## src/hw/ddrh_map.vh

```
// offsets, field positions, reset values and limits of the ddr port host
//////////////////////////////////////////////////////////////////////////
// Contract
// - bvalid and bready both high completes response
// - rvalid and rready both high moves beat
// - host drives 512-bit data, wlast on last
// - 64 byte enables, only enabled bytes stored
// - wvalid and wready both high moves beat
// - host gives 33-bit start address
// - host gives 8-bit length, 3-bit size
// - every request carries 6-bit id
// - request taken when valid and ready high
// - host drives one-bit lock per request
// - host drives qos per request
// - host drives 4-bit cache type on writes
// - all-strobes writes at most 16 beats
// - host drives coherent-bufferable per write
// - phy clock at half data rate
// - controller clock at quarter data rate
// - port on own clock, reset low
//////////////////////////////////////////////////////////////////////////
`ifndef DDRH_MAP_VH
`define DDRH_MAP_VH
`define DDRH_OFF_CTRL 8'h00
`define DDRH_OFF_ADDR 8'h04
`define DDRH_OFF_ATTR 8'h08
`define DDRH_OFF_STRB_LO 8'h0C
`define DDRH_OFF_STRB_HI 8'h10
`define DDRH_OFF_SEED 8'h14
`define DDRH_OFF_STAT 8'h18
`define DDRH_OFF_RDAT 8'h1C
`define DDRH_CTRL_GO_W 0
`define DDRH_CTRL_GO_R 1
`define DDRH_CTRL_APC 2
`define DDRH_CTRL_LOCK 3
`define DDRH_CTRL_QOS 4
`define DDRH_CTRL_ALLS 5
`define DDRH_CTRL_COBUF 6
`define DDRH_CTRL_BURST 9:8
`define DDRH_CTRL_LEN 23:16
`define DDRH_CTRL_SIZE 26:24
`define DDRH_CTRL_CKSEL 29:28
`define DDRH_ATTR_AHI 0
`define DDRH_ATTR_ID 13:8
`define DDRH_ATTR_CACHE 19:16
`define DDRH_CTRL_RST 32'h0601_0100
`define DDRH_ATTR_RST 32'h0000_0000
`define DDRH_STRB_RST 32'hFFFF_FFFF
`define DDRH_BURST_INCR 2'h1
`define DDRH_BURST_WRAP 2'h2
`define DDRH_ALLS_MAX_LEN 8'h0F
`define DDRH_RESP_OKAY 2'h0
`define DDRH_RESP_SLVERR 2'h2
`endif

```

## src/hw/ddrh_host.v

```verilog
// host end of one ddr controller axi4 port, driven from axi4-lite registers
//
// The register addresses and the AXI4-Lite interface to the registers were chosen for this implementation.
`include "ddrh_map.vh"

module ddrh_host (
	input wire aclk,
	input wire aresetn,
	input wire [7:0] s_awaddr,
	input wire s_awvalid,
	output reg s_awready,
	input wire [31:0] s_wdata,
	input wire [3:0] s_wstrb,
	input wire s_wvalid,
	output reg s_wready,
	output reg [1:0] s_bresp,
	output reg s_bvalid,
	input wire s_bready,
	input wire [7:0] s_araddr,
	input wire s_arvalid,
	output reg s_arready,
	output reg [31:0] s_rdata,
	output reg [1:0] s_rresp,
	output reg s_rvalid,
	input wire s_rready,
	output reg [5:0] awid,
	output reg [32:0] awaddr,
	output reg [7:0] awlen,
	output reg [2:0] awsize,
	output reg [1:0] awburst,
	output reg awlock,
	output reg awqos,
	output reg [3:0] awcache,
	output reg write_auto_precharge_req,
	output reg write_all_bytes_enabled,
	output reg write_coherent_bufferable_sel,
	output reg awvalid,
	input wire awready,
	output reg [511:0] wdata,
	output reg [63:0] wstrb,
	output reg wlast,
	output reg wvalid,
	input wire wready,
	input wire [5:0] bid,
	input wire [1:0] bresp,
	input wire bvalid,
	output reg bready,
	output reg [5:0] arid,
	output reg [32:0] araddr,
	output reg [7:0] arlen,
	output reg [2:0] arsize,
	output reg [1:0] arburst,
	output reg arlock,
	output reg arqos,
	output reg read_auto_precharge_req,
	output reg arvalid,
	input wire arready,
	input wire [511:0] rdata,
	input wire [5:0] rid,
	input wire [1:0] rresp,
	input wire rlast,
	input wire rvalid,
	output reg rready,
	output reg [1:0] interface_clock_select_input
);

localparam W_IDLE = 3'b001;
localparam W_XFER = 3'b010;
localparam W_RESP = 3'b100;
localparam R_IDLE = 2'b01;
localparam R_DATA = 2'b10;

//////////////////////////////////////////////////////////////////////////
// register file
reg [31:0] ctrl_q, attr_q, addr_q, strb_lo_q, strb_hi_q, seed_q, rdat_q, wd_q;
reg [7:0] aw_off_q, wcnt_q, rcnt_q;
reg [3:0] ws_q;
reg [2:0] wst_q;
reg [1:0] rst_q, bres_q, rres_q;
reg aw_held_q, w_held_q, go_w_q, go_r_q, bid_err_q, rid_err_q, rlast_err_q, refuse_q;

wire do_wr = aw_held_q & w_held_q & ~s_bvalid;
wire [31:0] stat = {8'h00, rcnt_q, 6'h00, refuse_q, rlast_err_q, rid_err_q, bid_err_q,
	rres_q, bres_q, ~rst_q[0], ~wst_q[0]};
reg [31:0] rd_mux;
reg hit;
integer k;

always @* begin
	hit = 1'b1;
	case (s_araddr)
		`DDRH_OFF_CTRL: rd_mux = {ctrl_q[31:2], 2'b00};
		`DDRH_OFF_ADDR: rd_mux = addr_q;
		`DDRH_OFF_ATTR: rd_mux = attr_q;
		`DDRH_OFF_STRB_LO: rd_mux = strb_lo_q;
		`DDRH_OFF_STRB_HI: rd_mux = strb_hi_q;
		`DDRH_OFF_SEED: rd_mux = seed_q;
		`DDRH_OFF_STAT: rd_mux = stat;
		`DDRH_OFF_RDAT: rd_mux = rdat_q;
		default: begin
			rd_mux = 32'h0000_0000;
			hit = 1'b0;
		end
	endcase
end

function [31:0] merge;
	input [31:0] old;
	input [31:0] nw;
	input [3:0] be;
	begin
		for (k = 0; k < 4; k = k + 1) begin
			merge[k*8 +: 8] = be[k] ? nw[k*8 +: 8] : old[k*8 +: 8];
		end
	end
endfunction

always @(posedge aclk) begin
	if (!aresetn) begin
		s_awready <= 1'b0;
		s_wready <= 1'b0;
		s_bvalid <= 1'b0;
		s_bresp <= `DDRH_RESP_OKAY;
		s_arready <= 1'b0;
		s_rvalid <= 1'b0;
		s_rresp <= `DDRH_RESP_OKAY;
		s_rdata <= 32'h0000_0000;
		aw_held_q <= 1'b0;
		w_held_q <= 1'b0;
		aw_off_q <= 8'h00;
		wd_q <= 32'h0000_0000;
		ws_q <= 4'h0;
		ctrl_q <= `DDRH_CTRL_RST;
		attr_q <= `DDRH_ATTR_RST;
		addr_q <= 32'h0000_0000;
		strb_lo_q <= `DDRH_STRB_RST;
		strb_hi_q <= `DDRH_STRB_RST;
		seed_q <= 32'h0000_0000;
		go_w_q <= 1'b0;
		go_r_q <= 1'b0;
		interface_clock_select_input <= 2'h0;
	end else begin
		go_w_q <= 1'b0;
		go_r_q <= 1'b0;
		s_awready <= ~aw_held_q & ~s_awready & s_awvalid;
		s_wready <= ~w_held_q & ~s_wready & s_wvalid;
		if (s_awvalid & s_awready) begin
			aw_held_q <= 1'b1;
			aw_off_q <= s_awaddr;
		end
		if (s_wvalid & s_wready) begin
			w_held_q <= 1'b1;
			wd_q <= s_wdata;
			ws_q <= s_wstrb;
		end
		if (do_wr) begin
			aw_held_q <= 1'b0;
			w_held_q <= 1'b0;
			s_bvalid <= 1'b1;
			s_bresp <= `DDRH_RESP_OKAY;
			case (aw_off_q)
				`DDRH_OFF_CTRL: begin
					ctrl_q <= merge(ctrl_q, wd_q, ws_q);
					go_w_q <= ws_q[0] & wd_q[`DDRH_CTRL_GO_W];
					go_r_q <= ws_q[0] & wd_q[`DDRH_CTRL_GO_R];
					if (ws_q[3]) interface_clock_select_input <= wd_q[`DDRH_CTRL_CKSEL];
				end
				`DDRH_OFF_ADDR: addr_q <= merge(addr_q, wd_q, ws_q);
				`DDRH_OFF_ATTR: attr_q <= merge(attr_q, wd_q, ws_q);
				`DDRH_OFF_STRB_LO: strb_lo_q <= merge(strb_lo_q, wd_q, ws_q);
				`DDRH_OFF_STRB_HI: strb_hi_q <= merge(strb_hi_q, wd_q, ws_q);
				`DDRH_OFF_SEED: seed_q <= merge(seed_q, wd_q, ws_q);
				`DDRH_OFF_STAT, `DDRH_OFF_RDAT: s_bresp <= `DDRH_RESP_OKAY;
				default: s_bresp <= `DDRH_RESP_SLVERR;
			endcase
		end else if (s_bvalid & s_bready) begin
			s_bvalid <= 1'b0;
		end
		s_arready <= ~s_rvalid & ~s_arready & s_arvalid;
		if (s_arvalid & s_arready) begin
			s_rvalid <= 1'b1;
			s_rdata <= rd_mux;
			s_rresp <= hit ? `DDRH_RESP_OKAY : `DDRH_RESP_SLVERR;
		end else if (s_rvalid & s_rready) begin
			s_rvalid <= 1'b0;
		end
	end
end

//////////////////////////////////////////////////////////////////////////
// write beat payload
wire [7:0] beat_sel = wst_q[0] ? 8'h00 : wcnt_q + 8'h01;
wire [511:0] wdata_d;
genvar g;
generate
	for (g = 0; g < 16; g = g + 1) begin : g_lane
		localparam [31:0] LI = g;
		assign wdata_d[g*32 +: 32] = seed_q + {16'h0000, beat_sel, LI[7:0]};
	end
endgenerate

wire alls = ctrl_q[`DDRH_CTRL_ALLS];
wire [7:0] len = ctrl_q[`DDRH_CTRL_LEN];
wire aw_pend = awvalid & ~awready;
wire w_pend = wvalid & ~(wready & wlast);

//////////////////////////////////////////////////////////////////////////
// write channel master
always @(posedge aclk) begin
	if (!aresetn) begin
		wst_q <= W_IDLE;
		awvalid <= 1'b0;
		wvalid <= 1'b0;
		wlast <= 1'b0;
		bready <= 1'b0;
		wcnt_q <= 8'h00;
		awid <= 6'h00;
		awaddr <= 33'h0_0000_0000;
		awlen <= 8'h00;
		awsize <= 3'h0;
		awburst <= `DDRH_BURST_INCR;
		awlock <= 1'b0;
		awqos <= 1'b0;
		awcache <= 4'h0;
		write_auto_precharge_req <= 1'b0;
		write_all_bytes_enabled <= 1'b0;
		write_coherent_bufferable_sel <= 1'b0;
		wdata <= 512'h0;
		wstrb <= 64'h0;
		bres_q <= `DDRH_RESP_OKAY;
		bid_err_q <= 1'b0;
		refuse_q <= 1'b0;
	end else begin
		case (wst_q)
			W_IDLE: begin
				if (go_w_q) begin
					if (alls && len > `DDRH_ALLS_MAX_LEN) begin
						refuse_q <= 1'b1;
					end else begin
						refuse_q <= 1'b0;
						bid_err_q <= 1'b0;
						awaddr <= {attr_q[`DDRH_ATTR_AHI], addr_q};
						awid <= attr_q[`DDRH_ATTR_ID];
						awlen <= len;
						awsize <= ctrl_q[`DDRH_CTRL_SIZE];
						awburst <= ctrl_q[`DDRH_CTRL_BURST];
						awlock <= ctrl_q[`DDRH_CTRL_LOCK];
						awqos <= ctrl_q[`DDRH_CTRL_QOS];
						awcache <= attr_q[`DDRH_ATTR_CACHE];
						write_coherent_bufferable_sel <= ctrl_q[`DDRH_CTRL_COBUF];
						write_auto_precharge_req <= ctrl_q[`DDRH_CTRL_APC];
						write_all_bytes_enabled <= alls;
						wstrb <= alls ? {64{1'b1}} : {strb_hi_q, strb_lo_q};
						wdata <= wdata_d;
						wlast <= (len == 8'h00);
						wcnt_q <= 8'h00;
						awvalid <= 1'b1;
						wvalid <= 1'b1;
						wst_q <= W_XFER;
					end
				end
			end
			W_XFER: begin
				if (awvalid & awready) awvalid <= 1'b0;
				if (wvalid & wready) begin
					if (wlast) begin
						wvalid <= 1'b0;
						wlast <= 1'b0;
					end else begin
						wcnt_q <= wcnt_q + 8'h01;
						wdata <= wdata_d;
						wlast <= (wcnt_q + 8'h01 == awlen);
					end
				end
				if (!aw_pend && !w_pend) begin
					bready <= 1'b1;
					wst_q <= W_RESP;
				end
			end
			W_RESP: begin
				if (bvalid) begin
					bready <= 1'b0;
					bres_q <= bresp;
					bid_err_q <= (bid != awid);
					wst_q <= W_IDLE;
				end
			end
			default: wst_q <= W_IDLE;
		endcase
	end
end

//////////////////////////////////////////////////////////////////////////
// read channel master
always @(posedge aclk) begin
	if (!aresetn) begin
		rst_q <= R_IDLE;
		arvalid <= 1'b0;
		rready <= 1'b0;
		arid <= 6'h00;
		araddr <= 33'h0_0000_0000;
		arlen <= 8'h00;
		arsize <= 3'h0;
		arburst <= `DDRH_BURST_INCR;
		arlock <= 1'b0;
		arqos <= 1'b0;
		read_auto_precharge_req <= 1'b0;
		rcnt_q <= 8'h00;
		rres_q <= `DDRH_RESP_OKAY;
		rid_err_q <= 1'b0;
		rlast_err_q <= 1'b0;
		rdat_q <= 32'h0000_0000;
	end else begin
		case (rst_q)
			R_IDLE: begin
				if (go_r_q) begin
					araddr <= {attr_q[`DDRH_ATTR_AHI], addr_q};
					arid <= attr_q[`DDRH_ATTR_ID];
					arlen <= len;
					arsize <= ctrl_q[`DDRH_CTRL_SIZE];
					arburst <= ctrl_q[`DDRH_CTRL_BURST];
					arlock <= ctrl_q[`DDRH_CTRL_LOCK];
					arqos <= ctrl_q[`DDRH_CTRL_QOS];
					read_auto_precharge_req <= ctrl_q[`DDRH_CTRL_APC];
					rcnt_q <= 8'h00;
					rres_q <= `DDRH_RESP_OKAY;
					rid_err_q <= 1'b0;
					rlast_err_q <= 1'b0;
					arvalid <= 1'b1;
					rready <= 1'b1;
					rst_q <= R_DATA;
				end
			end
			R_DATA: begin
				if (arvalid & arready) arvalid <= 1'b0;
				if (rvalid & rready) begin
					rcnt_q <= rcnt_q + 8'h01;
					if (rcnt_q == 8'h00) rdat_q <= rdata[31:0];
					if (rresp > rres_q) rres_q <= rresp;
					if (rid != arid) rid_err_q <= 1'b1;
					if (rlast != (rcnt_q == arlen)) rlast_err_q <= 1'b1;
					if (rlast) begin
						rready <= 1'b0;
						rst_q <= R_IDLE;
					end
				end
			end
			default: rst_q <= R_IDLE;
		endcase
	end
end
endmodule // ddrh_host

```

## config.mk

```make
export PLATFORM = sky130hd
export DESIGN_NAME = ddrh_host
export DESIGN_NICKNAME = d
export VERILOG_FILES = /design/src/hw/ddrh_host.v
export VERILOG_INCLUDE_DIRS = /design/src /design/src/hw
export SDC_FILE = /design/constraint.sdc
export NUM_CORES = 2
export LEC_CHECK = 0
export ABC_AREA = 1
export BUFFER_PORTS_ARGS = -buffer_cell sky130_fd_sc_hd__buf_2
export CAP_MARGIN = 20
export CORE_AREA = 2 2 512 514
export DETAILED_ROUTE_END_ITERATION = 12
export DIE_AREA = 0 0 514 516
export MAX_ROUTING_LAYER = met4
export PLACE_DENSITY_LB_ADDON = 0.1
export SLEW_MARGIN = 20
export SYNTH_ARGS = -nofsm -noshare
export SYNTH_HDL_FRONTEND = slang
export SYNTH_SLANG_ARGS = --single-unit
```

## constraint.sdc

```tcl
create_clock -name aclk -period 3.2 [get_ports aclk]
set_clock_uncertainty 0.15 [all_clocks]
set_input_delay 0.64 -clock aclk [delete_from_list [all_inputs] [get_ports aclk]]
set_output_delay 0.64 -clock aclk [all_outputs]
set_load 0.03 [all_outputs]
```

==> results.yml <==
outcome:
  status: "finished clean"
synth:
  yosys.area.top_type: "dfxtp_1"
  synth_warnings: 0
  synthFlopType: "dfxtp_1"
  syn_area_um2: 47500
  synth_area_per_cell_um2: 6.92
  synth-edff-count: 0
  synthCells: 6861
  ys_seq_elements: 1002
  synth-async-reset-ratio: 0
  seq_area_frac_synth: 0.423
  synth.distinct_cells: 54
  synth_top_area_share: 0.423
  synth_area_leaders: "dfxtp_1 42%, nand2_1 12%, o21ai_0 7.7%"
setup_path:
  reg2reg_to: "wdata[378]"
  cpMostUsedCell: "nand2_1"
  cp_slowest_cell: "dfxtp_4"
  path_class: "register to register"
  cp_cell_sequence: "ha_4 > inv_1 > nor2_4 > ha_4 > nand2_1 > nor2_4 > buf_4 > nand3_1 > o21ai_2 > buf_4 > nand2_1 > nand2_1 > nand3_1 > nand3_2 > nand2_1 > inv_1"
  r2r-start: "wcnt_q[0]"
  cp-start-kind: "register"
  crit_fanout: 6
  worstSetupEndpointType: "register"
  crit_arrival_ns: 3.78
  reg2reg_depth: 16
  r2r_setup_slack_ns: 0.04
  crit_required_ns: 3.82
  crit_path_max_incr_delay_ns: 0.36
drt:
  drc: 0
  via_per_inst: 4.49
  drt.antenna.violating_nets: 0
  drt-initial-drc-count: 4373
  drt-total-wl_um: 325000
  post_drt_wl_per_cell_um: 28.0
  dr.pass1.iters: 6
  vias: 52200
sta:
  finalSetupTns_ns: 0
  rsz0062_at_grt: "yes"
  hold_viol_final: 0
  slew_headroom: 0.237
  finalCriticalPeriod_ns: 3.16
  drv_slew: 0
  setup_violations: 0
  worst-slew-pin-transition_ns: 1.14
  fmax_mhz: 316
  fin_crit_sh: 0.988
grt:
  antenna_found_initial: 35
  overflow: 0
  grt_max_degree: 138
  grt_usage: 0.243
  grt_first_pass_wirelength_um: 428000
  grt_pass1_vias: 48500
die:
  rows: 187
  die_h_um: 516
  die_w_um: 514
  core-area_um2: 259000
  die_area_um2: 265000
  num_io_pins: 1334
  start_util: 0.183
finish:
  nets: 8707
  final_cell_mix: "1450 x nand2_1, 995 x dfxtp_1, 851 x buf_2"
  finish.instance_area_um2: 66600
  area_growth_pct: 40.4
  n_fill_cell: 28900
  final_common_cell: "nand2_1"
  final_layout_size_suffix_gt1_frac: 0.257
placed_design:
  gp_congestion: 0.904
  place_area_um2: 59300
  io_buffers: 851
  hpwl_um: 254000
clocking:
  cts_buffers: 139
  clockRootBuffer: "clkbuf_16"
  cts.clk_slew.worst_paths_ns: 0.06
  clock-sinks: 1002
  tritoncts: "built"
  clockBufferDepth: 3
  clk_latency_ns: 0.84
  htreeDepth: 4
flow_run:
  max_cap_viol_count: 0
worst_hold_path:
  hold_class: "input pin to register"
  hold_start: "rdata[27]"
  hold_depth: 3
  holdPathEnd: "rdat_q[27]"
pwr:
  power_density_nw_per_um2: 452
  p_leak_uw: 0.0306
  ir_worst_vdd_v: 0.000565
==> registers in the layout, summed over array words and instances, names as in the netlist, 4 cells and up <==
name,count
arlen,8
ctrl_q,29
awid,6
wstrb,64
strb_hi_q,32
aw_off_q,8
awaddr,33
seed_q,32
strb_lo_q,32
wdata,478
s_rdata,32
wd_q,32
rcnt_q,8
arid,6
ws_q,4
awcache,4
awlen,8
araddr,33
rdat_q,32
attr_q,32
addr_q,32
wcnt_q,8
==> cells by family after synthesis <==
| group | after synthesis | synth area share |
|---|---|---|
| AOI/OAI and AO/OA | 1542 | 0.171 |
| xor gates and xnor gates | 206 | 0.0380 |
| adders and majority gates | 27 | 0.00728 |
| buffers and inverters | 1015 | 0.0928 |
| DFF | 1002 | 0.423 |
| other | 1 | 0.0000790 |
| and+or+nand+nor | 3068 | 0.268 |
==> worst max path at each step <==
stage	cells after the start	to	slack, ns	start
global route	18	wdata[431]	-0.05	wcnt_q[0]
detailed placement	14	wdata[378]	-0.70	wst_q[0]
global placement	14	wdata[378]	-0.78	wst_q[0]
CTS	16	wdata[378]	-0.04	wcnt_q[1]
floorplan	19	wdata[312]	0.32	wcnt_q[0]
finish	16	wdata[378]	0.04	wcnt_q[0]
==> cell type report <==
cell class                      count  area [um^2]  area share
Clock buffer                      204         4040      0.0607
Tap cell                         3402         4260      0.0639
Timing Repair Buffer             1608        11200       0.168
Multi-Input combinational cell   4846        24300       0.364
Inverter                          490         1890      0.0284
Clock inverter                     46          805      0.0121
Antenna cell                       23         57.6    0.000864
Sequential cell                  1002        20100       0.301
==> worst max-delay path: cells and delay by family (launching register included) <==
kind | cells | cell delay (ns)
AND/OR/NAND/NOR | 9 | 1.23
flip-flops | 1 | 0.36
AO/OA/AOI/OAI | 1 | 0.32
adder cells (fa/ha/maj) | 2 | 0.55
buffers and inverters | 4 | 0.47
==> report_power, final <==
| group | internal (uW) | switching [uW] | total, uW | leakage [uW] |
|---|---|---|---|---|
| Clock | 9780 | 6880 | 16700 | 0.00236 |
| Combinational | 234 | 702 | 936 | 0.0202 |
| Sequential | 12500 | 20.6 | 12500 | 0.00808 |
| Total | 22500 | 7600 | 30100 | 0.0306 |
==> stage by stage <==
step                hold slack (ns)  power (uW)  setup WS [ns]   util  cells
floorplan                     0.248       13100          0.320      -   6862
global placement              0.279       13700         -0.775  0.229  11200
detailed placement            0.269       13700         -0.696  0.229  11200
CTS                         0.00629       30600        -0.0396  0.252  11600
global route                 0.0141       31100        -0.0492  0.257  11600
finish                       0.0692       30100         0.0394  0.257  11600
==> synthesized netlist by cell type (3+ instances only) <==
cell	number
nand4_1	24
nor2_4	15
o21ai_1	87
buf_1	20
a21oi_2	5
nor3_4	4
nand2_2	24
nor2_1	856
inv_1	454
clkinv_1	6
nor2_2	10
nor3b_1	4
o21ai_0	729
clkbuf_1	259
buf_6	9
a21oi_1	572
and3_1	6
a211oi_2	11
buf_4	92
inv_2	29
nand3_1	569
o211ai_1	91
nand2_1	1518
nand3_2	5
xor2_1	176
nor4_1	3
nor3_1	17
a31oi_1	34
buf_2	145
ha_1	26
dfxtp_1	1002
xnor2_1	30
==> routing by layer <==
metal	global-route usage	routed length (um)
met2	0.316	124000
met5	-	0
met1	0.346	161000
met3	0.0838	30400
met4	0.0665	9390
==> timing repair <==
item                                    in CTS  in global routing
pin swaps                                   17                 54
cloned                                       1                  8
buffers inserted                             6                 11
hold buffers                                73                  0
endpoints found under the hold margin       88                  0
endpoints found under the setup margin     342                298
resized for setup                          123                243
Note: power is estimated with default switching activity, not from simulation.
